<file path="src/oce_consts.vh">
// Constants for the operation command executor
//
// Contract
// [RQ1] Two write modes, backup and RAM write, chosen by info; RAM write after reset.
// [RQ2] Backup mode commits every secondary-port setting write.
// [RQ3] RAM mode keeps run-changeable writes volatile; stop/reset-only writes still commit.
// [RQ4] Changing RAM mode to backup mode commits nothing by itself.
// [RQ5] Primary-port setting writes always commit, whatever the write mode.
// [RQ6] Software reset acts as power cycle; host issues it only with all stopped.
// [RQ7] Run and stop act only on the channels the info selects.
// [RQ8] Auto/manual on selected channels; auto-to-manual commits manipulated value.
// [RQ9] Manual cancels running tuning; asking for the current mode answers normal.
// [RQ10] Tuning execute/cancel refused when stopped, manual, on/off, or other variant runs.
// [RQ11] Bank change picks bank 0..3 on selected channels; refused while autotuning.
// [RQ12] Local/remote setpoint choice on selected channels; refused while autotuning.
// [RQ13] Error reset clears burnout, sensor, overcurrent latches, overcurrent and error-run.
// [RQ14] Alarm latch cancel clears selected latches only when latching is enabled.
// [RQ15] First save commits only the run-changeable parameters.
// [RQ16] Parameter initialisation restores defaults and commits nothing.
// [RQ17] Second save commits every writable setting; host issues it only when stopped.
// [RQ18] Configuration command registers or clears the power unit configuration.
// [RQ19] Overlong, short, and bad code or info each get their own answer code.
// [RQ20] Not accepting or nonvolatile busy gives its busy code; host retries.
// [RQ21] State errors: one code running, one stopped, one during reset or startup.
// [RQ22] Manual, tuning, control-mode refusals have own codes; success answers normal.
// [RQ23] Channel info is one channel or all channels; else parameter error.
`ifndef OCE_CONSTS_VH
`define OCE_CONSTS_VH

// Register byte offsets
`define OCE_ADDR_CMD    8'h00
`define OCE_ADDR_RESP   8'h04
`define OCE_ADDR_CHST   8'h08
`define OCE_ADDR_CFG    8'h0c
`define OCE_ADDR_LATCH  8'h10

// CMD field positions
`define OCE_CMD_PRIMARY 16
`define OCE_CMD_SHORT   17
`define OCE_CMD_LONG    18
// RESP done flag position
`define OCE_RESP_DONE   16

// Command codes
`define OCE_OP_WMODE    8'h04
`define OCE_OP_SRESET   8'h06
`define OCE_OP_RUN      8'h0a
`define OCE_OP_STOP     8'h0b
`define OCE_OP_MANUAL   8'h0c
`define OCE_OP_AUTO     8'h0d
`define OCE_OP_AT40     8'h0e
`define OCE_OP_AT100    8'h0f
`define OCE_OP_ATCAN    8'h10
`define OCE_OP_BANK0    8'h1e
`define OCE_OP_BANK3    8'h21
`define OCE_OP_LSP      8'h22
`define OCE_OP_RSP      8'h23
`define OCE_OP_ERRRST   8'h2d
`define OCE_OP_ALM1     8'h32
`define OCE_OP_ALM2     8'h33
`define OCE_OP_ALM3     8'h34
`define OCE_OP_ALMALL   8'h35
`define OCE_OP_SAVE     8'h37
`define OCE_OP_PINIT    8'h38
`define OCE_OP_SAVE2    8'h39
`define OCE_OP_UCFG     8'h3b

// Related information values
`define OCE_INFO_ZERO   8'h00
`define OCE_INFO_ONE    8'h01
`define OCE_INFO_ALL    8'hff

// Response codes, four decimal digits
`define OCE_RC_OK       16'h0000
`define OCE_RC_LONG     16'h1001
`define OCE_RC_SHORT    16'h1002
`define OCE_RC_PARAM    16'h1100
`define OCE_RC_RUNNING  16'h2201
`define OCE_RC_STOPPED  16'h2202
`define OCE_RC_NOACCEPT 16'h7013
`define OCE_RC_NVBUSY   16'h7014
`define OCE_RC_STARTUP  16'h7015
`define OCE_RC_CTLMODE  16'h7020
`define OCE_RC_MANUAL   16'h7041
`define OCE_RC_TUNING   16'h7042

// Commit kinds
`define OCE_NV_SETTING  2'h0
`define OCE_NV_MV       2'h1
`define OCE_NV_RUNPAR   2'h2
`define OCE_NV_ALL      2'h3

// Timing counts in clock cycles
`define OCE_STARTUP_CYC 16'h0020
`define OCE_NVBUSY_CYC  16'h0040

`endif

</file>
<file path="src/oce_executor.v">
// Operation command executor with AHB-Lite register slave
//
// Design decisions made here: the AHB-Lite slave port and the address map.
`timescale 1ns/1ps
`default_nettype none
`include "oce_consts.vh"

module oce_executor #(
   parameter [15:0] STARTUP_CYC = `OCE_STARTUP_CYC,
   parameter [15:0] NVBUSY_CYC  = `OCE_NVBUSY_CYC
) (
   // Clock and reset
   input  wire        mclk_i,
   input  wire        rst_n_i,
   // AHB-Lite slave
   input  wire        hsel_i,
   input  wire [31:0] haddr_i,
   input  wire [1:0]  htrans_i,
   input  wire        hwrite_i,
   input  wire [2:0]  hsize_i,
   input  wire [31:0] hwdata_i,
   input  wire        hready_i,
   output wire [31:0] hrdata_o,
   output wire        hreadyout_o,
   output wire        hresp_o,
   // Control loop status
   input  wire [3:0]  st_run_i,
   input  wire [3:0]  at_done_i,
   input  wire        cmd_hold_i,
   // Latch events
   input  wire [4:0]  err_set_i,
   input  wire [11:0] alm_set_i,
   // Setting writes from the ports
   input  wire        set_wr_i,
   input  wire        set_primary_i,
   input  wire        set_runchg_i,
   // Channel state
   output wire [3:0]  chan_run_o,
   output wire [3:0]  chan_manual_o,
   output wire [3:0]  chan_at40_o,
   output wire [3:0]  chan_at100_o,
   output wire [3:0]  chan_rsp_o,
   output wire [7:0]  chan_bank_o,
   output wire        unit_cfg_o,
   // Events
   output reg  [3:0]  st_cancel_o,
   output reg         soft_reset_o,
   output reg         param_init_o,
   output reg         nv_commit_o,
   output reg  [1:0]  nv_kind_o,
   output wire        nv_busy_o
);

   // ----------------------------------------------------------
   // Bus slave
   // ----------------------------------------------------------
   reg        wr_pend_reg;
   reg [7:0]  wr_addr_reg;
   reg [31:0] rdata_reg;
   reg [31:0] rdata_next;

   reg [3:0]  run_reg;
   reg [3:0]  manual_reg;
   reg [3:0]  at40_reg;
   reg [3:0]  at100_reg;
   reg [3:0]  rsp_reg;
   reg [7:0]  bank_reg;
   reg        backup_reg;
   reg        ucfg_reg;
   reg [4:0]  cfg_reg;
   reg [4:0]  err_reg;
   reg [11:0] alm_reg;
   reg [18:0] cmd_reg;
   reg [15:0] resp_reg;
   reg        done_reg;
   reg [15:0] start_cnt_reg;
   reg [15:0] nv_cnt_reg;

   wire addr_ok = hsel_i & htrans_i[1] & hready_i;
   wire rd_go   = addr_ok & ~hwrite_i;
   wire cmd_go  = wr_pend_reg & (wr_addr_reg == `OCE_ADDR_CMD);
   wire cfg_go  = wr_pend_reg & (wr_addr_reg == `OCE_ADDR_CFG);
   wire rd_resp = (haddr_i[7:0] == `OCE_ADDR_RESP);

   // Zero-wait slave: read data caught in address phase
   assign hreadyout_o = 1'b1;
   assign hresp_o     = 1'b0;
   assign hrdata_o    = rdata_reg;

   always @*
   begin
      case (haddr_i[7:0])
         `OCE_ADDR_CMD:   rdata_next = {13'h0, cmd_reg};
         `OCE_ADDR_RESP:  rdata_next = {15'h0, done_reg, resp_reg};
         `OCE_ADDR_CHST:  rdata_next = {start_cnt_reg != 16'h0000,
                                        nv_cnt_reg != 16'h0000,
                                        ucfg_reg, backup_reg, bank_reg,
                                        rsp_reg, at100_reg, at40_reg,
                                        manual_reg, run_reg};
         `OCE_ADDR_CFG:   rdata_next = {27'h0, cfg_reg};
         `OCE_ADDR_LATCH: rdata_next = {12'h000, alm_reg, 3'h0, err_reg};
         default:         rdata_next = 32'h00000000;
      endcase
   end

   always @(posedge mclk_i or negedge rst_n_i)
   begin
      if (!rst_n_i)
      begin
         wr_pend_reg <= 1'b0;
         wr_addr_reg <= 8'h00;
         rdata_reg   <= 32'h00000000;
      end
      else
      begin
         wr_pend_reg <= addr_ok & hwrite_i;
         if (addr_ok)
            wr_addr_reg <= haddr_i[7:0];
         if (rd_go)
            rdata_reg <= rdata_next;
      end
   end

   // ----------------------------------------------------------
   // Command decode
   // ----------------------------------------------------------
   wire [7:0] op   = hwdata_i[15:8];
   wire [7:0] info = hwdata_i[7:0];
   wire [3:0] onoff    = cfg_reg[3:0];
   wire       alm_en   = cfg_reg[4];
   wire       any_run  = |run_reg;
   wire       starting = (start_cnt_reg != 16'h0000);
   wire       nv_busy  = (nv_cnt_reg != 16'h0000);
   wire [3:0] at_any   = at40_reg | at100_reg;

   reg        sel_ok;
   reg [3:0]  mask;
   reg [15:0] rc;

   always @*
   begin
      sel_ok = (info == `OCE_INFO_ALL) || (info[7:2] == 6'h00); // RQ23
      if (info == `OCE_INFO_ALL)
         mask = 4'hf;
      else
         mask = 4'h1 << info[1:0];
      if (starting)
         rc = `OCE_RC_STARTUP; // RQ21
      else if (nv_busy)
         rc = `OCE_RC_NVBUSY; // RQ20
      else if (cmd_hold_i)
         rc = `OCE_RC_NOACCEPT; // RQ20
      else if (hwdata_i[`OCE_CMD_LONG])
         rc = `OCE_RC_LONG; // RQ19
      else if (hwdata_i[`OCE_CMD_SHORT])
         rc = `OCE_RC_SHORT; // RQ19
      else
      begin
         rc = `OCE_RC_OK; // RQ22
         case (op)
            `OCE_OP_WMODE, `OCE_OP_UCFG:
               if (info[7:1] != 7'h00)
                  rc = `OCE_RC_PARAM; // RQ19
               else if (op == `OCE_OP_UCFG && any_run)
                  rc = `OCE_RC_RUNNING;
            `OCE_OP_SRESET:
               if (info != `OCE_INFO_ZERO)
                  rc = `OCE_RC_PARAM;
               else if (any_run)
                  rc = `OCE_RC_RUNNING; // RQ6 RQ21
            `OCE_OP_RUN, `OCE_OP_STOP,
            `OCE_OP_ALM1, `OCE_OP_ALM2, `OCE_OP_ALM3, `OCE_OP_ALMALL:
               if (!sel_ok)
                  rc = `OCE_RC_PARAM;
            `OCE_OP_MANUAL, `OCE_OP_AUTO:
               if (!sel_ok)
                  rc = `OCE_RC_PARAM;
               else if (|(mask & onoff))
                  rc = `OCE_RC_CTLMODE; // RQ22
            `OCE_OP_AT40, `OCE_OP_AT100, `OCE_OP_ATCAN:
               if (!sel_ok)
                  rc = `OCE_RC_PARAM;
               else if (|(mask & ~run_reg))
                  rc = `OCE_RC_STOPPED; // RQ10 RQ21
               else if (|(mask & manual_reg))
                  rc = `OCE_RC_MANUAL; // RQ10 RQ22
               else if (|(mask & onoff))
                  rc = `OCE_RC_CTLMODE; // RQ10
               else if (|(mask & st_run_i))
                  rc = `OCE_RC_TUNING; // RQ10
               else if (op == `OCE_OP_AT40 && |(mask & at100_reg))
                  rc = `OCE_RC_TUNING; // RQ10
               else if (op == `OCE_OP_AT100 && |(mask & at40_reg))
                  rc = `OCE_RC_TUNING; // RQ10
            8'h1e, 8'h1f, 8'h20, 8'h21, `OCE_OP_LSP, `OCE_OP_RSP:
               if (!sel_ok)
                  rc = `OCE_RC_PARAM;
               else if (|(mask & at_any))
                  rc = `OCE_RC_TUNING; // RQ11 RQ12
            `OCE_OP_ERRRST, `OCE_OP_PINIT:
               if (info != `OCE_INFO_ZERO)
                  rc = `OCE_RC_PARAM;
            `OCE_OP_SAVE, `OCE_OP_SAVE2:
               if (info != `OCE_INFO_ALL)
                  rc = `OCE_RC_PARAM;
               else if (op == `OCE_OP_SAVE2 && any_run)
                  rc = `OCE_RC_RUNNING; // RQ17
            default:
               rc = `OCE_RC_PARAM; // RQ19
         endcase
      end
   end

   wire exec = cmd_go & (rc == `OCE_RC_OK);

   // Latch clears; an event in the same cycle still sets its bit
   wire        srst_go = exec & (op == `OCE_OP_SRESET);
   wire        err_clr = srst_go | exec & (op == `OCE_OP_ERRRST); // RQ13
   wire [3:0]  alm_ch  = exec & alm_en ? mask : 4'h0; // RQ14
   wire [11:0] alm_clr = {12{srst_go}} |
      {alm_ch & {4{op == `OCE_OP_ALM3 || op == `OCE_OP_ALMALL}},
       alm_ch & {4{op == `OCE_OP_ALM2 || op == `OCE_OP_ALMALL}},
       alm_ch & {4{op == `OCE_OP_ALM1 || op == `OCE_OP_ALMALL}}};

   // Commit unless RAM mode holds a secondary-port run-changeable write
   wire set_commit = set_wr_i & (set_primary_i | backup_reg |
                                 ~set_runchg_i); // RQ2 RQ3 RQ5

   // ----------------------------------------------------------
   // State and effects
   // ----------------------------------------------------------
   integer i;

   always @(posedge mclk_i or negedge rst_n_i)
   begin
      if (!rst_n_i)
      begin
         run_reg       <= 4'h0;
         manual_reg    <= 4'h0;
         at40_reg      <= 4'h0;
         at100_reg     <= 4'h0;
         rsp_reg       <= 4'h0;
         bank_reg      <= 8'h00;
         backup_reg    <= 1'b0; // RQ1
         ucfg_reg      <= 1'b0;
         cfg_reg       <= 5'h00;
         err_reg       <= 5'h00;
         alm_reg       <= 12'h000;
         cmd_reg       <= 19'h00000;
         resp_reg      <= `OCE_RC_OK;
         done_reg      <= 1'b0;
         start_cnt_reg <= STARTUP_CYC;
         nv_cnt_reg    <= 16'h0000;
         st_cancel_o   <= 4'h0;
         soft_reset_o  <= 1'b0;
         param_init_o  <= 1'b0;
         nv_commit_o   <= 1'b0;
         nv_kind_o     <= `OCE_NV_SETTING;
      end
      else
      begin
         st_cancel_o  <= 4'h0;
         soft_reset_o <= 1'b0;
         param_init_o <= 1'b0;
         nv_commit_o  <= 1'b0;
         if (start_cnt_reg != 16'h0000)
            start_cnt_reg <= start_cnt_reg - 16'h0001;
         if (nv_cnt_reg != 16'h0000)
            nv_cnt_reg <= nv_cnt_reg - 16'h0001;
         if (cfg_go)
            cfg_reg <= hwdata_i[4:0];
         // Finished tuning drops its flag
         at40_reg  <= at40_reg & ~at_done_i;
         at100_reg <= at100_reg & ~at_done_i;
         if (set_commit)
         begin
            nv_commit_o <= 1'b1;
            nv_kind_o   <= `OCE_NV_SETTING;
            nv_cnt_reg  <= NVBUSY_CYC;
         end
         // A new response wins over the read clear
         if (rd_go && rd_resp)
            done_reg <= 1'b0;
         if (cmd_go)
         begin
            cmd_reg  <= hwdata_i[18:0];
            resp_reg <= rc;
            done_reg <= 1'b1;
         end
         if (exec)
         begin
            case (op)
               `OCE_OP_WMODE:
                  backup_reg <= ~info[0]; // RQ1 RQ4
               `OCE_OP_SRESET:
               begin
                  // Volatile state back to reset
                  soft_reset_o  <= 1'b1; // RQ6
                  run_reg       <= 4'h0;
                  manual_reg    <= 4'h0;
                  at40_reg      <= 4'h0;
                  at100_reg     <= 4'h0;
                  rsp_reg       <= 4'h0;
                  bank_reg      <= 8'h00;
                  backup_reg    <= 1'b0;
                  start_cnt_reg <= STARTUP_CYC;
               end
               `OCE_OP_RUN:
                  run_reg <= run_reg | mask; // RQ7
               `OCE_OP_STOP:
               begin
                  run_reg   <= run_reg & ~mask; // RQ7
                  at40_reg  <= at40_reg & ~mask & ~at_done_i;
                  at100_reg <= at100_reg & ~mask & ~at_done_i;
               end
               `OCE_OP_MANUAL:
               begin
                  manual_reg  <= manual_reg | mask; // RQ8
                  at40_reg    <= at40_reg & ~mask & ~at_done_i; // RQ9
                  at100_reg   <= at100_reg & ~mask & ~at_done_i;
                  st_cancel_o <= mask & st_run_i; // RQ9
                  if (|(mask & ~manual_reg))
                  begin
                     nv_commit_o <= 1'b1; // RQ8
                     nv_kind_o   <= `OCE_NV_MV;
                     nv_cnt_reg  <= NVBUSY_CYC;
                  end
               end
               `OCE_OP_AUTO:
                  manual_reg <= manual_reg & ~mask; // RQ8
               `OCE_OP_AT40:
                  at40_reg <= (at40_reg | mask) & ~at_done_i;
               `OCE_OP_AT100:
                  at100_reg <= (at100_reg | mask) & ~at_done_i;
               `OCE_OP_ATCAN:
               begin
                  at40_reg  <= at40_reg & ~mask & ~at_done_i;
                  at100_reg <= at100_reg & ~mask & ~at_done_i;
               end
               `OCE_OP_LSP:
                  rsp_reg <= rsp_reg & ~mask; // RQ12
               `OCE_OP_RSP:
                  rsp_reg <= rsp_reg | mask; // RQ12
               `OCE_OP_ERRRST, `OCE_OP_ALM1, `OCE_OP_ALM2, `OCE_OP_ALM3,
               `OCE_OP_ALMALL:
                  ; // Latch clears are applied below
               `OCE_OP_SAVE, `OCE_OP_SAVE2:
               begin
                  nv_commit_o <= 1'b1;
                  nv_kind_o   <= (op == `OCE_OP_SAVE) ? `OCE_NV_RUNPAR
                                                      : `OCE_NV_ALL; // RQ15 RQ17
                  nv_cnt_reg  <= NVBUSY_CYC;
               end
               `OCE_OP_PINIT:
               begin
                  // Defaults only; nothing is committed
                  param_init_o <= 1'b1; // RQ16
                  rsp_reg      <= 4'h0;
                  bank_reg     <= 8'h00;
                  cfg_reg      <= 5'h00;
               end
               `OCE_OP_UCFG:
                  ucfg_reg <= info[0]; // RQ18
               default:
                  for (i = 0; i < 4; i = i + 1)
                     if (mask[i])
                        bank_reg[2*i +: 2] <= op[1:0] - 2'h2; // RQ11
            endcase
         end
         err_reg <= (err_clr ? 5'h00 : err_reg) | err_set_i; // RQ13
         alm_reg <= (alm_reg & ~alm_clr) | alm_set_i; // RQ14
      end
   end

   assign chan_run_o    = run_reg;
   assign chan_manual_o = manual_reg;
   assign chan_at40_o   = at40_reg;
   assign chan_at100_o  = at100_reg;
   assign chan_rsp_o    = rsp_reg;
   assign chan_bank_o   = bank_reg;
   assign unit_cfg_o    = ucfg_reg;
   assign nv_busy_o     = nv_busy;

endmodule
`default_nettype wire

</file>
<file path="config.mk">
export PLATFORM = sky130hd
export DESIGN_NAME = oce_executor
export DESIGN_NICKNAME = d
export VERILOG_FILES = /design/src/oce_executor.v
export VERILOG_INCLUDE_DIRS = /design/src
export SDC_FILE = /design/constraint.sdc
export NUM_CORES = 1
export LEC_CHECK = 0
export BUFFER_PORTS_ARGS = -buffer_cell sky130_fd_sc_hd__buf_2
export CAP_MARGIN = 20
export CORE_MARGIN = 2
export CORE_UTILIZATION = 56
export CTS_BUF_LIST = sky130_fd_sc_hd__clkbuf_16
export CTS_CLUSTER_SIZE = 12
export DETAILED_ROUTE_END_ITERATION = 10
export GPL_TIMING_DRIVEN = 1
export PLACE_DENSITY = 0.9
export SLEW_MARGIN = 20
export SYNTH_ARGS = -nofsm -noshare
export SYNTH_HDL_FRONTEND = slang
export SYNTH_SLANG_ARGS = --single-unit
</file>
<file path="constraint.sdc">
create_clock -name mclk_i -period 5 [get_ports mclk_i]
set_clock_uncertainty 0.1 [all_clocks]
set_input_delay 0.5 -clock mclk_i [delete_from_list [all_inputs] [get_ports mclk_i]]
set_output_delay 0.5 -clock mclk_i [all_outputs]
set_load 0.02 [all_outputs]
</file>
==> impl_metrics.py <==
metrics = {
    "grt": {
        "grt_pass1_vias": 8086,
        "grt_pass1_wl_um": 42400,
        "grt_max_degree": 95,
        "grt_remaining_overflow": 0,
        "antenna_found_initial": 0,
        "grt_usage_pct": 32.6,
    },
    "finish": {
        "regArea_um2": 4130,
        "multiInputGateArea_um2": 4490,
        "nFillCells": 1232,
        "layout-drive-gt1-share_pct": 22.2,
        "syn_to_final_growth_pct": 16.1,
        "largest_register_ffs": 32,
        "fin_cells": 1298,
        "final_util_pct": 65.7,
        "nNetsFinal": 1175,
        "antennaDiodeCount": 0,
    },
    "clocking": {
        "worst_skew_pair.late_latency_ns": 0.44,
        "cts_root_buf": "clkbuf_16",
        "post_cts_buffers": 0,
        "clkSlewWorstSetupHoldPaths_ns": 0.07,
        "clock-sinks": 165,
        "tritoncts": "yes",
        "numCtsBuffers": 17,
        "cts_max_path_buffers": 2,
        "cts_resized": 0,
        "holdBufCountCts": 0,
        "h-tree-depth": 4,
    },
    "status": {
        "status": "complete, no violations",
    },
    "detailed_routing": {
        "drc": 0,
        "wl_per_cell_um": 20.9,
        "dr.pass1.iters": 6,
        "vias": 8368,
        "dr_wl_met3_um": 3130,
        "drt_iter0_drc": 1161,
        "top_layer": "met4",
        "wl_met1_um": 10300,
        "routed_wl_um": 27100,
        "viasPerCell": 6.45,
        "met2_length_um": 12600,
        "ant_nets": 0,
    },
    "synth": {
        "synth_top_area_cell": "dfrtp_1",
        "yosys-top-cells-count": "dfrtp_1, nand2_1, nor2_1",
        "synth_ff_type": "dfrtp_1",
        "synth-async-reset-ratio_pct": 100,
        "synthCells": 956,
        "ys_seq_elements": 165,
        "ys_top_cells_by_area": "dfrtp_1, a21oi_1, nand2_1, nor2_1, mux2_2",
        "synth_cell_types": 71,
        "postSynthNetCount": 1061,
        "syn_area_um2": 8890,
        "ys_seq_area_share_pct": 46.5,
        "synth_edf_count": 0,
        "synth_top_area_share_pct": 46.2,
        "ys.warnings.count": 0,
        "syn_area_per_cell_um2": 9.30,
        "yosysMostFrequentCell": "dfrtp_1",
    },
    "sta": {
        "finalSetupTns_ns": 0,
        "drv_slew": 0,
        "setup_viol": 0,
        "slew-limit-headroom_pct": 41.3,
        "hold_ws_ns": 0.0514,
        "finalHoldViolCount": 0,
        "finalCritPeriodShare_pct": 94.6,
        "min_period_ns": 4.73,
        "fmax_mhz": 211,
        "worstMarginPinSlew_ns": 0.881,
        "grt_setup_unrepaired": "false",
    },
    "worst_setup_path": {
        "worstPathArrival_ns": 4.96,
        "cp-start-kind": "flip-flop",
        "critPathKind": "flip-flop to flip-flop",
        "path_max_fanout": 16,
        "rr_worst_depth": 11,
        "reg2reg_to": "st_cancel_o[3]",
        "critPathRequiredTime_ns": 5.23,
        "crit_path_end_kind": "flip-flop",
        "rr_startpoint": "nv_cnt_reg[0]",
        "rrSetupSlack_ns": 0.27,
    },
    "placed_design": {
        "routabilityCongestion": 0.951,
        "place_inst": 1267,
        "port_buffers": 132,
        "dp_hpwl_um": 19100,
    },
    "die": {
        "io_pins": 176,
        "dieArea_um2": 16900,
        "coreArea_um2": 15700,
        "die_x_um": 130,
        "start_util_pct": 56.6,
        "die_h_um": 130,
        "rows": 46,
    },
    "power": {
        "power_density_nw_per_um2": 333,
        "p_leak_nw": 4.47,
        "ir_worst_vdd_uv": 249,
    },
    "run": {
        "maxCapViolCount": 0,
    },
    "worst_hold_path": {
        "hold_path_class": "primary input to asynchronous set/reset pin",
    },
}
[cells in the final DEF (no fill, tap or decap), types with 5 or more instances in the layout]
master / netlist / final
nand3_1: 32 / 32
a221oi_1: 14 / 14
xnor2_1: 18 / 18
dfrtp_1: 164 / 164
mux2_1: 8 / 8
o211ai_1: 7 / 7
o31ai_1: 25 / 25
a21oi_1: 83 / 83
xor2_1: 6 / 6
nor3_1: 37 / 35
or2_2: 6 / 6
mux2_2: 29 / 29
clkinvlp_4: 0 / 5
or3_1: 14 / 14
a222oi_1: 7 / 7
nor2b_1: 9 / 9
clkbuf_16: 0 / 17
o21ai_0: 51 / 50
nand2b_1: 13 / 13
buf_2: 7 / 131
or4_1: 6 / 6
buf_4: 2 / 22
inv_1: 14 / 16
nor4_1: 22 / 22
a22o_1: 6 / 6
mux2i_1: 15 / 15
a31oi_1: 12 / 12
nand2_1: 107 / 107
nor2_1: 96 / 95
and2_1: 6 / 6
[logic make-up after synthesis]
| logic type | Yosys count | share of synthesized area [%] |
|---|---|---|
| AOI/OAI and AO/OA | 248 | 18.1 |
| xor gates and xnor gates | 24 | 2.36 |
| adders and majority gates | 2 | 0.281 |
| buffers and inverters | 74 | 3.39 |
| DFF | 165 | 46.5 |
| muxes | 56 | 7.39 |
| other | 2 | 0.0845 |
| and+or+nand+nor | 385 | 21.9 |
[metrics by stage]
stage	setup slack [ns]	total power (W)	instance area, µm²
floorplan	0.971	0.00203	8890
finish	0.271	0.00343	10300
detailed placement	0.407	0.00221	9770
CTS	0.307	0.00343	10300
global route	0.0638	0.00358	10300
global placement	0.586	0.00218	9770
[worst max-delay path: stages (launching register included)]
cell and delay (ns):
dfrtp_1 0.38, inv_1 0.09, ha_1 0.20, or3b_2 0.51, nor4b_1 0.52, and2_1 0.34
inv_2 0.13, or3_1 0.43, or4_1 0.50, a2111o_1 0.53, or2_1 0.53, nor4_1 0.33
[where the power goes]
| part | leakage (nW) | switching, W | internal [W] |
|---|---|---|---|
| Sequential | 2.06 | 0.000135 | 0.00148 |
| Combinational | 2.15 | 0.000336 | 0.000256 |
| Clock | 0.258 | 0.000546 | 0.000677 |
| Total | 4.47 | 0.00102 | 0.00242 |
[metal layers]
metal  vias to the layer above  track usage, %
li1                       3729               -
met1                      3930            42.2
met2                       583            52.0
met3                       126            9.47
met4                         0            13.2
met5                         -               0
[layout make-up]
| class | count | share of cell area (%) |
|---|---|---|
| clock buffer | 17 | 4.12 |
| clock inverter | 14 | 1.12 |
| inverter | 15 | 0.545 |
| multi-input combinational | 717 | 43.5 |
| sequential | 165 | 40.0 |
| tap | 216 | 2.62 |
| timing repair buffer | 154 | 8.06 |
[how the worst max path moves through the flow]
stage | from | to | slack (ns) | cells past startpoint
final | nv_cnt_reg[0] | st_cancel_o[3] | 0.27 | 11
after global placement | nv_cnt_reg[0] | st_cancel_o[3] | 0.59 | 11
after CTS | nv_cnt_reg[0] | st_cancel_o[3] | 0.31 | 11
after detailed placement | nv_cnt_reg[0] | st_cancel_o[3] | 0.41 | 11
after floorplan | nv_cnt_reg[0] | chan_bank_o[0] | 0.97 | 12
after global routing | nv_cnt_reg[0] | chan_run_o[3] | 0.06 | 11
No activity file was read; power rests on OpenSTA's default activity.
